[config.mk]
export PLATFORM = sky130hd
export DESIGN_NAME = emz_regs
export DESIGN_NICKNAME = d
export VERILOG_FILES = /design/src/common/emz_pkg.sv /design/src/logic/emz_regs.sv
export SDC_FILE = /design/constraint.sdc
export NUM_CORES = 1
export LEC_CHECK = 0
export BUFFER_PORTS_ARGS = -buffer_cell sky130_fd_sc_hd__buf_2
export CORE_MARGIN = 5
export CORE_UTILIZATION = 45
export CTS_BUF_LIST = sky130_fd_sc_hd__clkbuf_4 sky130_fd_sc_hd__clkbuf_8
export CTS_CLUSTER_DIAMETER = 50
export DETAILED_ROUTE_END_ITERATION = 6
export PLACE_DENSITY = 0.7
export SYNTH_ARGS = -nofsm -noshare
export SYNTH_HDL_FRONTEND = slang
export SYNTH_SLANG_ARGS = --single-unit
[constraint.sdc]
create_clock -name i_clk -period 6.8 [get_ports i_clk]
set_input_delay 0.34 -clock i_clk [delete_from_list [all_inputs] [get_ports i_clk]]
set_output_delay 0.34 -clock i_clk [all_outputs]
set_load 0.005 [all_outputs]
[src/common/emz_pkg.sv]
package emz_pkg;
    // ----------------------------------------
    // register map
    // ----------------------------------------
    localparam logic [7:0] EMZ_OFS_DEEP_SLEEP  = 8'heb;
    localparam logic [7:0] EMZ_OFS_INPUT_MASK  = 8'hec;
    localparam logic [7:0] EMZ_OFS_MISC_MASK   = 8'hed;
    localparam logic [7:0] EMZ_OFS_ZONE1A      = 8'hee;
    localparam logic [7:0] EMZ_OFS_ZONE2A      = 8'hef;
    localparam logic [7:0] EMZ_RST_DEEP_SLEEP  = 8'h07;
    localparam logic [7:0] EMZ_RST_INPUT_MASK  = 8'hff;
    localparam logic [7:0] EMZ_RST_MISC_MASK   = 8'h3f;
    localparam logic [7:0] EMZ_RST_ZONE        = 8'h00;
    // writable bits per register; the rest are reserved and read zero
    localparam logic [7:0] EMZ_WMASK_DEEP      = 8'h0f;
    localparam logic [7:0] EMZ_WMASK_MISC      = 8'h3f;
    localparam logic [7:0] EMZ_WMASK_ZONE      = 8'h3f;
    // ----------------------------------------
    // field positions
    // ----------------------------------------
    localparam int EMZ_BIT_TEMP_DEEP = 3;
    localparam int EMZ_BIT_REG1_HOT  = 0;
    localparam int EMZ_BIT_REG2_HOT  = 1;
    localparam int EMZ_BIT_INPUT8    = 2;
    localparam int EMZ_BIT_INPUT9    = 3;
    localparam int EMZ_BIT_CPU1_DYN  = 4;
    localparam int EMZ_BIT_CPU2_DYN  = 5;
    localparam int EMZ_OFFSET_MSB    = 5;

    typedef enum logic [1:0] {
        EMZ_AWAKE,
        EMZ_SUSPEND_TO_RAM,
        EMZ_DEEPEST_SLEEP
    } emz_sleep_t;

    typedef struct packed {
        logic       wr;
        logic [7:0] addr;
        logic [7:0] wdata;
    } emz_bus_t;

    // raw error events from the measurement engine
    typedef struct packed {
        logic [2:0] analog12_14;
        logic [1:0] zone_temp;
        logic [1:0] zone_diode;
        logic [7:0] gpi;
        logic       general_input_eight;
        logic       general_input_nine;
        logic       regulator1_hot_event;
        logic       regulator2_hot_event;
        logic       cpu1_dyn;
        logic       cpu2_dyn;
    } emz_events_t;

    // lighter sleep-state masks held elsewhere
    typedef struct packed {
        logic [7:0] gpi;
        logic [3:0] analog_temp;
    } emz_str_mask_t;

    typedef struct packed {
        logic       valid;
        logic       zone2;
        logic [8:0] temp;
    } emz_meas_t;
endpackage : emz_pkg

[src/logic/emz_regs.sv]
`timescale 1ns/1ps
// Operation
// RQ1 - in deepest sleep, mask bits 0..2 suppress analog 12, 13, 14 errors
// RQ2 - in deepest sleep, bit 3 suppresses zone 1/2 temperature and diode faults
// RQ3 - input mask bit n suppresses general input n error events
// RQ4 - input mask gates error status only; live pin state unaffected
// RQ5 - misc bits 0, 1 suppress regulator one and two hot events
// RQ6 - misc bits 2, 3 suppress general input eight and nine events
// RQ7 - misc bits 4, 5 suppress dynamic core-voltage events on analog 7, 8
// RQ8 - zone a offset is 6-bit two's complement added to each measurement
// RQ9 - downstream logic uses adjusted temperature as if truly measured
// RQ10 - offset spans +31 to -32 degrees, one degree per step
// RQ11 - suspend-to-ram masks apply only while in that state
// RQ12 - sleep state comes from an input; sleep masks apply only then
module emz_regs (
    input  wire logic                   i_clk,
    input  wire logic                   i_rst,
    input  wire emz_pkg::emz_bus_t      i_bus,
    input  wire emz_pkg::emz_sleep_t    i_sleep,
    input  wire emz_pkg::emz_events_t   i_events,
    input  wire emz_pkg::emz_str_mask_t i_str_mask,
    input  wire logic [7:0]             i_gpi_pins,
    input  wire emz_pkg::emz_meas_t     i_meas,
    output logic [7:0]                  o_rdata,
    output emz_pkg::emz_events_t        o_events,
    output logic [7:0]                  o_gpi_state,
    output emz_pkg::emz_meas_t          o_meas
);
    import emz_pkg::*;

    logic [7:0]  deep_sleep_analog_temp_mask_reg;
    logic [7:0]  input_pin_error_mask_reg;
    logic [7:0]  misc_event_mask_reg;
    logic [7:0]  first_zone_a_temp_offset_reg;
    logic [7:0]  second_zone_a_temp_offset_reg;
    logic [7:0]  gpi_meta_reg;
    logic [7:0]  gpi_sync_reg;
    logic [3:0]  sleep_mask;
    logic [7:0]  gpi_sleep_mask;
    logic [8:0]  offset_ext;
    logic [7:0]  zone_offset;
    emz_events_t events_next;

    // ----------------------------------------
    // register writes
    // ----------------------------------------
    always_ff @(posedge i_clk) begin
        if (i_rst) begin
            deep_sleep_analog_temp_mask_reg <= EMZ_RST_DEEP_SLEEP;
            input_pin_error_mask_reg        <= EMZ_RST_INPUT_MASK;
            misc_event_mask_reg             <= EMZ_RST_MISC_MASK;
            first_zone_a_temp_offset_reg    <= EMZ_RST_ZONE;
            second_zone_a_temp_offset_reg   <= EMZ_RST_ZONE;
        end else if (i_bus.wr) begin
            unique case (i_bus.addr)
                EMZ_OFS_DEEP_SLEEP: begin
                    deep_sleep_analog_temp_mask_reg <= i_bus.wdata & EMZ_WMASK_DEEP;
                end
                EMZ_OFS_INPUT_MASK: begin
                    input_pin_error_mask_reg <= i_bus.wdata;
                end
                EMZ_OFS_MISC_MASK: begin
                    misc_event_mask_reg <= i_bus.wdata & EMZ_WMASK_MISC;
                end
                EMZ_OFS_ZONE1A: begin
                    first_zone_a_temp_offset_reg <= i_bus.wdata & EMZ_WMASK_ZONE;
                end
                EMZ_OFS_ZONE2A: begin
                    second_zone_a_temp_offset_reg <= i_bus.wdata & EMZ_WMASK_ZONE;
                end
                default: begin
                end
            endcase
        end
    end

    // ----------------------------------------
    // register reads
    // ----------------------------------------
    // unmapped addresses read zero so this bank can be or-ed with its neighbours
    always_ff @(posedge i_clk) begin
        if (i_rst) begin
            o_rdata <= 8'h00;
        end else begin
            unique case (i_bus.addr)
                EMZ_OFS_DEEP_SLEEP: o_rdata <= deep_sleep_analog_temp_mask_reg;
                EMZ_OFS_INPUT_MASK: o_rdata <= input_pin_error_mask_reg;
                EMZ_OFS_MISC_MASK:  o_rdata <= misc_event_mask_reg;
                EMZ_OFS_ZONE1A:     o_rdata <= first_zone_a_temp_offset_reg;
                EMZ_OFS_ZONE2A:     o_rdata <= second_zone_a_temp_offset_reg;
                default:            o_rdata <= 8'h00;
            endcase
        end
    end

    // ----------------------------------------
    // sleep-state mask selection
    // ----------------------------------------
    always_comb begin
        sleep_mask     = 4'h0;
        gpi_sleep_mask = 8'h00;
        unique case (i_sleep)
            EMZ_DEEPEST_SLEEP: begin
                sleep_mask = deep_sleep_analog_temp_mask_reg[3:0]; // RQ12
            end
            EMZ_SUSPEND_TO_RAM: begin
                sleep_mask     = i_str_mask.analog_temp; // RQ11
                gpi_sleep_mask = i_str_mask.gpi; // RQ11
            end
            default: begin
            end
        endcase
    end

    // ----------------------------------------
    // event gating
    // ----------------------------------------
    always_comb begin
        events_next             = i_events;
        events_next.analog12_14 = i_events.analog12_14 & ~sleep_mask[2:0]; // RQ1
        events_next.zone_temp   = i_events.zone_temp
                                  & ~{2{sleep_mask[EMZ_BIT_TEMP_DEEP]}}; // RQ2
        events_next.zone_diode  = i_events.zone_diode
                                  & ~{2{sleep_mask[EMZ_BIT_TEMP_DEEP]}}; // RQ2
        events_next.gpi         = i_events.gpi & ~input_pin_error_mask_reg
                                  & ~gpi_sleep_mask; // RQ3
        events_next.regulator1_hot_event = i_events.regulator1_hot_event
                                  & ~misc_event_mask_reg[EMZ_BIT_REG1_HOT]; // RQ5
        events_next.regulator2_hot_event = i_events.regulator2_hot_event
                                  & ~misc_event_mask_reg[EMZ_BIT_REG2_HOT]; // RQ5
        events_next.general_input_eight = i_events.general_input_eight
                                  & ~misc_event_mask_reg[EMZ_BIT_INPUT8]; // RQ6
        events_next.general_input_nine = i_events.general_input_nine
                                  & ~misc_event_mask_reg[EMZ_BIT_INPUT9]; // RQ6
        events_next.cpu1_dyn    = i_events.cpu1_dyn
                                  & ~misc_event_mask_reg[EMZ_BIT_CPU1_DYN]; // RQ7
        events_next.cpu2_dyn    = i_events.cpu2_dyn
                                  & ~misc_event_mask_reg[EMZ_BIT_CPU2_DYN]; // RQ7
    end

    always_ff @(posedge i_clk) begin
        if (i_rst) begin
            o_events <= '0;
        end else begin
            o_events <= events_next;
        end
    end

    // ----------------------------------------
    // live pin state, never masked
    // ----------------------------------------
    always_ff @(posedge i_clk) begin
        if (i_rst) begin
            gpi_meta_reg <= 8'h00;
            gpi_sync_reg <= 8'h00;
            o_gpi_state  <= 8'h00;
        end else begin
            gpi_meta_reg <= i_gpi_pins;
            gpi_sync_reg <= gpi_meta_reg;
            o_gpi_state  <= gpi_sync_reg; // RQ4
        end
    end

    // ----------------------------------------
    // zone a offset adjust
    // ----------------------------------------
    // no saturation: the adjusted value wraps in 9 bits, a limitation software must respect
    assign zone_offset = i_meas.zone2 ? second_zone_a_temp_offset_reg
                                      : first_zone_a_temp_offset_reg;
    // whole degrees in the offset, measurement lsb is half a degree
    assign offset_ext  = {{2{zone_offset[EMZ_OFFSET_MSB]}},
                          zone_offset[EMZ_OFFSET_MSB:0], 1'b0}; // RQ10

    always_ff @(posedge i_clk) begin
        if (i_rst) begin
            o_meas <= '0;
        end else begin
            o_meas.valid <= i_meas.valid;
            o_meas.zone2 <= i_meas.zone2;
            o_meas.temp  <= i_meas.temp + offset_ext; // RQ8 RQ9
        end
    end
endmodule : emz_regs

### After elaboration in Yosys (flattened, before gate mapping)

Cells that the tools add are included.

| storage, ports and cells | value |
|---|---|
| register bits after elaboration | 94 |
| output and inout port bits | 48 |
| logic and storage cells | 60 |

| operators by class | value |
|---|---|
| $add $sub $neg | 1 |
| eq/ne operators | 7 |
| multiplexer cells | 4 |
| bitwise operators | 21 |
| reduce and logical (&&, ||, !) cells | 5 |

Operators by type and width:

| cell | count |
|---|---|
| $eq 8x8->1 const B | 5 |
| $pmux 8 s5 | 1 |
| $and 8x8->8 | 2 |
| $not 8->8 | 2 |
| $reduce_and 2->1 | 5 |
| $add 9x9->9 | 1 |
| $mux 8 | 1 |
| $pmux 4 s2 | 1 |
| $and 1x1->1 | 6 |
| $mux 6 | 1 |
| $not 1->1 | 6 |
| $and 2x2->2 | 2 |
| $and 3x3->3 | 1 |
| $not 3->3 | 1 |
| $eq 2x1->1 const B | 1 |
| $eq 2x2->1 const B | 1 |
| $not 2->2 | 1 |

### Longest topological paths before layout

| logic depth | value |
|---|---|
| word-level depth | 4 |
| gate-level depth with buffers | 9 |

### Worst setup path after synthesis

Ideal clock, no wire load.

| timing path | value |
|---|---|
| path kind | input to register |
| start | input port i_meas[9] in the netlist's numbering |
| end | register o_meas[8] in the netlist's numbering |
| library setup time | 0.121 ns |
| arrival | 2.251 ns |
| setup slack | 4.428 ns |
| stages | 8 |
| buffers on the path | 1 |
| cells stage by stage | clkbuf_1 mux2i_1 inv_1 ha_1 a211oi_1 o21bai_1 o41ai_1 mux2_2 |

| between the ends | value |
|---|---|
| cells in the longest elaborated chain, start to end | 2 |

RTL lines:

| what | RTL line | source |
|---|---|---|
| start, declared | emz_regs.sv:23 | `input wire emz_pkg::emz_meas_t i_meas,` |
| $mux 6 | emz_regs.sv:168 | `assign zone_offset = i_meas.zone2 ? second_zone_a_temp_offset_reg` |
| $add 9x9->9 | emz_regs.sv:180 | `o_meas.temp <= i_meas.temp + offset_ext;` |
| end, declared | emz_regs.sv:27 | `output emz_pkg::emz_meas_t o_meas` |

No other way between the ends.
A chain may end at the register's enable or synchronous reset.

### Final worst setup path

| timing path | value |
|---|---|
| start | register second_zone_a_temp_offset_reg[1] |
| end | register o_meas[8] in the netlist's numbering |

| between the ends | value |
|---|---|
| cells in the longest elaborated chain, start to end | 2 |

RTL lines:

| what | RTL line | source |
|---|---|---|
| start, declared | emz_regs.sv:35 | `logic [7:0] second_zone_a_temp_offset_reg;` |
| start signal, assigned | emz_regs.sv:69 | `second_zone_a_temp_offset_reg <= i_bus.wdata & EMZ_WMASK_ZONE;` |
| $mux 6 | emz_regs.sv:168 |  |
| $add 9x9->9 | emz_regs.sv:180 |  |

No other way between the ends.

==> flow_summary.toml <==
[clock_tree]
insertion_delay_ns = 0.36
cts.clk_slew.worst_paths_ns = 0.10
cts_tree = "done"
ctsLongestPathBuffers = 2
cts_buffers = 9
cts_root_buf = "clkbuf_8"
postCtsHoldBufs = 0
cts_setup_buffers = 0
cts_sinks = 94
cts_resized = 0
cts_htree_levels = 3

[logic_synthesis]
synthCells = 354
synth.avg_cell_area_um2 = 10.4
syn_nets = 437
synth_ff_type = "dfxtp_1"
synthArstFlopShare_pct = 0
syn_area_um2 = 3690
seq_area_frac_synth_pct = 50.9
ys_warn_count = 0
synth_seq_cells = 94
synth_edf_count = 0
synth.distinct_cells = 42

[pwr]
ir_worst_vdd_mv = 0.100
p_per_area_nw_per_um2 = 219
power.total_mw = 0.999
leakage_nw = 1.99

[critical_path]
critPathLaunchType = "register"
reg2reg_depth = 7
worstPathMaxFanout = 3
worstPathRequired_ns = 7.05
cp_num_cells = 7
crit_path_start = "second_zone_a_temp_offset_reg[1]$_SDFFE_PP0P_"
critical_path_class = "reg -> reg"
regToRegStartpoint = "second_zone_a_temp_offset_reg[1]$_SDFFE_PP0P_"
cp.arrival_ns = 2.49
critPathSlowestCell = "mux2_2"
crit_chain = "mux2i_1, inv_1, ha_1, a211oi_1, o21bai_1, o41ai_1, mux2_2"
end_kind = "register"
path_buf_inv = 1
crit_family = "compound AO/OA/AOI/OAI gates"
critical_path.max_stage_delay_ns = 0.37

[final_layout]
final_common_cell = "buf_2"
syn_to_final_growth_pct = 23.2
utilization_pct = 56.2
seq_area_um2 = 1880
drive_above_1_share_pct = 32.3
largest-register = "o_events"
fillers = 784
multi_input_area_um2 = 1720
largest_register_ffs = 21
reg_top3 = "o_events: 21 flops, o_meas: 11 flops"
antenna_cells = 0
layout_common_cells = "120 x buf_2, 94 x dfxtp_1, 51 x nor2b_1"
finalNetCount = 551

[drt]
wl_per_cell_um = 14.3
ant_nets = 0
vias_per_cell = 4.87
drt_iter0_markers = 105
drcViolationCount = 0
routed_wl_mm = 8.26
vias = 2812
drt_pass1_iterations = 4

[global_route]
grt_antenna_before_repair = 0
met2_usage_pct = 27.2
gr-total-overflow = 0
grt-busiest-layer = "met2"
grt_pass1_wl_mm = 13.3
grt_pass1_vias = 2746
grt_max_degree = 60
grt_usage_pct = 16.7
grt_util_met3_pct = 3.60
gr-usage-met1_pct = 21.0

[sta]
setup_viol = 0
maxSlewHeadroom_pct = 28.9
slew_viol_final = 0
period_share_pct = 32.9
fin_skew_ns = 0.00918
rsz0062_at_grt = "false"
max_freq_mhz = 447
worst_slew_pin_slew_ns = 1.06
setup_tns_ns = 0
period_needed_ns = 2.24
final_hold_viol_count = 0

[floorplan]
rows = 33
dieWidth_um = 101
io_pins = 121
die_h_um = 101
die-area_um2 = 10100
start_util_pct = 45.6
core_area_um2 = 8090

[placement]
gp_congestion = 0.797
dp_hpwl_mm = 6.18
io_buffers = 120

[outcome]
status = "finished clean"

[job]
maxCapViolCount = 0

[hold_path]
hold_class = "in -> reg"
holdCritStartpoint = "i_str_mask[9]"
whs_path_depth = 2
==> cells by family after synthesis <==
kind of cell | Yosys count | share of synthesized area [%]
AOI/OAI and AO/OA | 53 | 10.4
xor gates and xnor gates | 1 | 0.237
adders and majority gates | 10 | 3.59
DFF | 94 | 50.9
muxes | 28 | 8.47
and+or+nand+nor | 144 | 23.8
buffers and inverters | 24 | 2.54
==> layout make-up <==
cell class              count  share of cell area (%)
clock buffers              10                    3.02
clock inverters             6                    1.15
inverters                   6                   0.495
multi-input cells         236                    37.7
flip-flops and latches     94                    41.3
well taps                 105                    2.89
repair buffers            121                    13.4
==> routing by layer <==
metal  routed length, um  share of wire [%]  vias to the layer above
met3                 468                5.7                       14
met2                3910                 47                       70
met4                 167                2.0                        0
met1                3710                 45                     1276
met5                   0                  0                        -
li1                    -                  -                     1452
==> report_power, final <==
group / total, mW / switching [mW] / internal (mW)
logic: 0.0810 / 0.0422 / 0.0389
clock network: 0.353 / 0.205 / 0.149
registers: 0.565 / 0.00262 / 0.562
total: 0.999 / 0.249 / 0.750
==> through the flow <==
step / instances / setup WS [ns] / hold slack, ns / instance area (um2)
2_1_floorplan: 354 / 4.43 / 0.407 / 3690
3_3_place_gp: 562 / 4.38 / 0.418 / 4360
3_5_place_dp: 562 / 4.27 / 0.420 / 4360
4_1_cts: 578 / 4.55 / 0.118 / 4550
5_1_grt: 578 / 4.38 / 0.119 / 4550
6_report: 578 / 4.56 / 0.135 / 4550
==> path summary, 6_finish.rpt <==
kind / endpoint / slack [ns]
max: o_meas[8]$_SDFF_PP0_ / 4.56
min: o_events[11]$_SDFF_PP0_ / 0.13
max reg2reg: o_meas[8]$_SDFF_PP0_ / 4.56
min reg2reg: o_gpi_state[2]$_SDFF_PP0_ / 0.44
==> synthesized netlist by cell type (all sizes together) (6+ instances only) <==
cell	instances	area share [%]
ha	9	3.0
clkbuf	13	1.4
mux2	6	1.8
a211o	17	4.0
a211oi	7	1.4
nor2b	51	8.6
nor3b	13	2.6
dfxtp	94	51
inv	6	0.61
nand2	13	1.3
a21oi	12	1.6
mux2i	20	5.4
nor2	38	3.9
No activity file was read; power rests on OpenSTA's default activity.
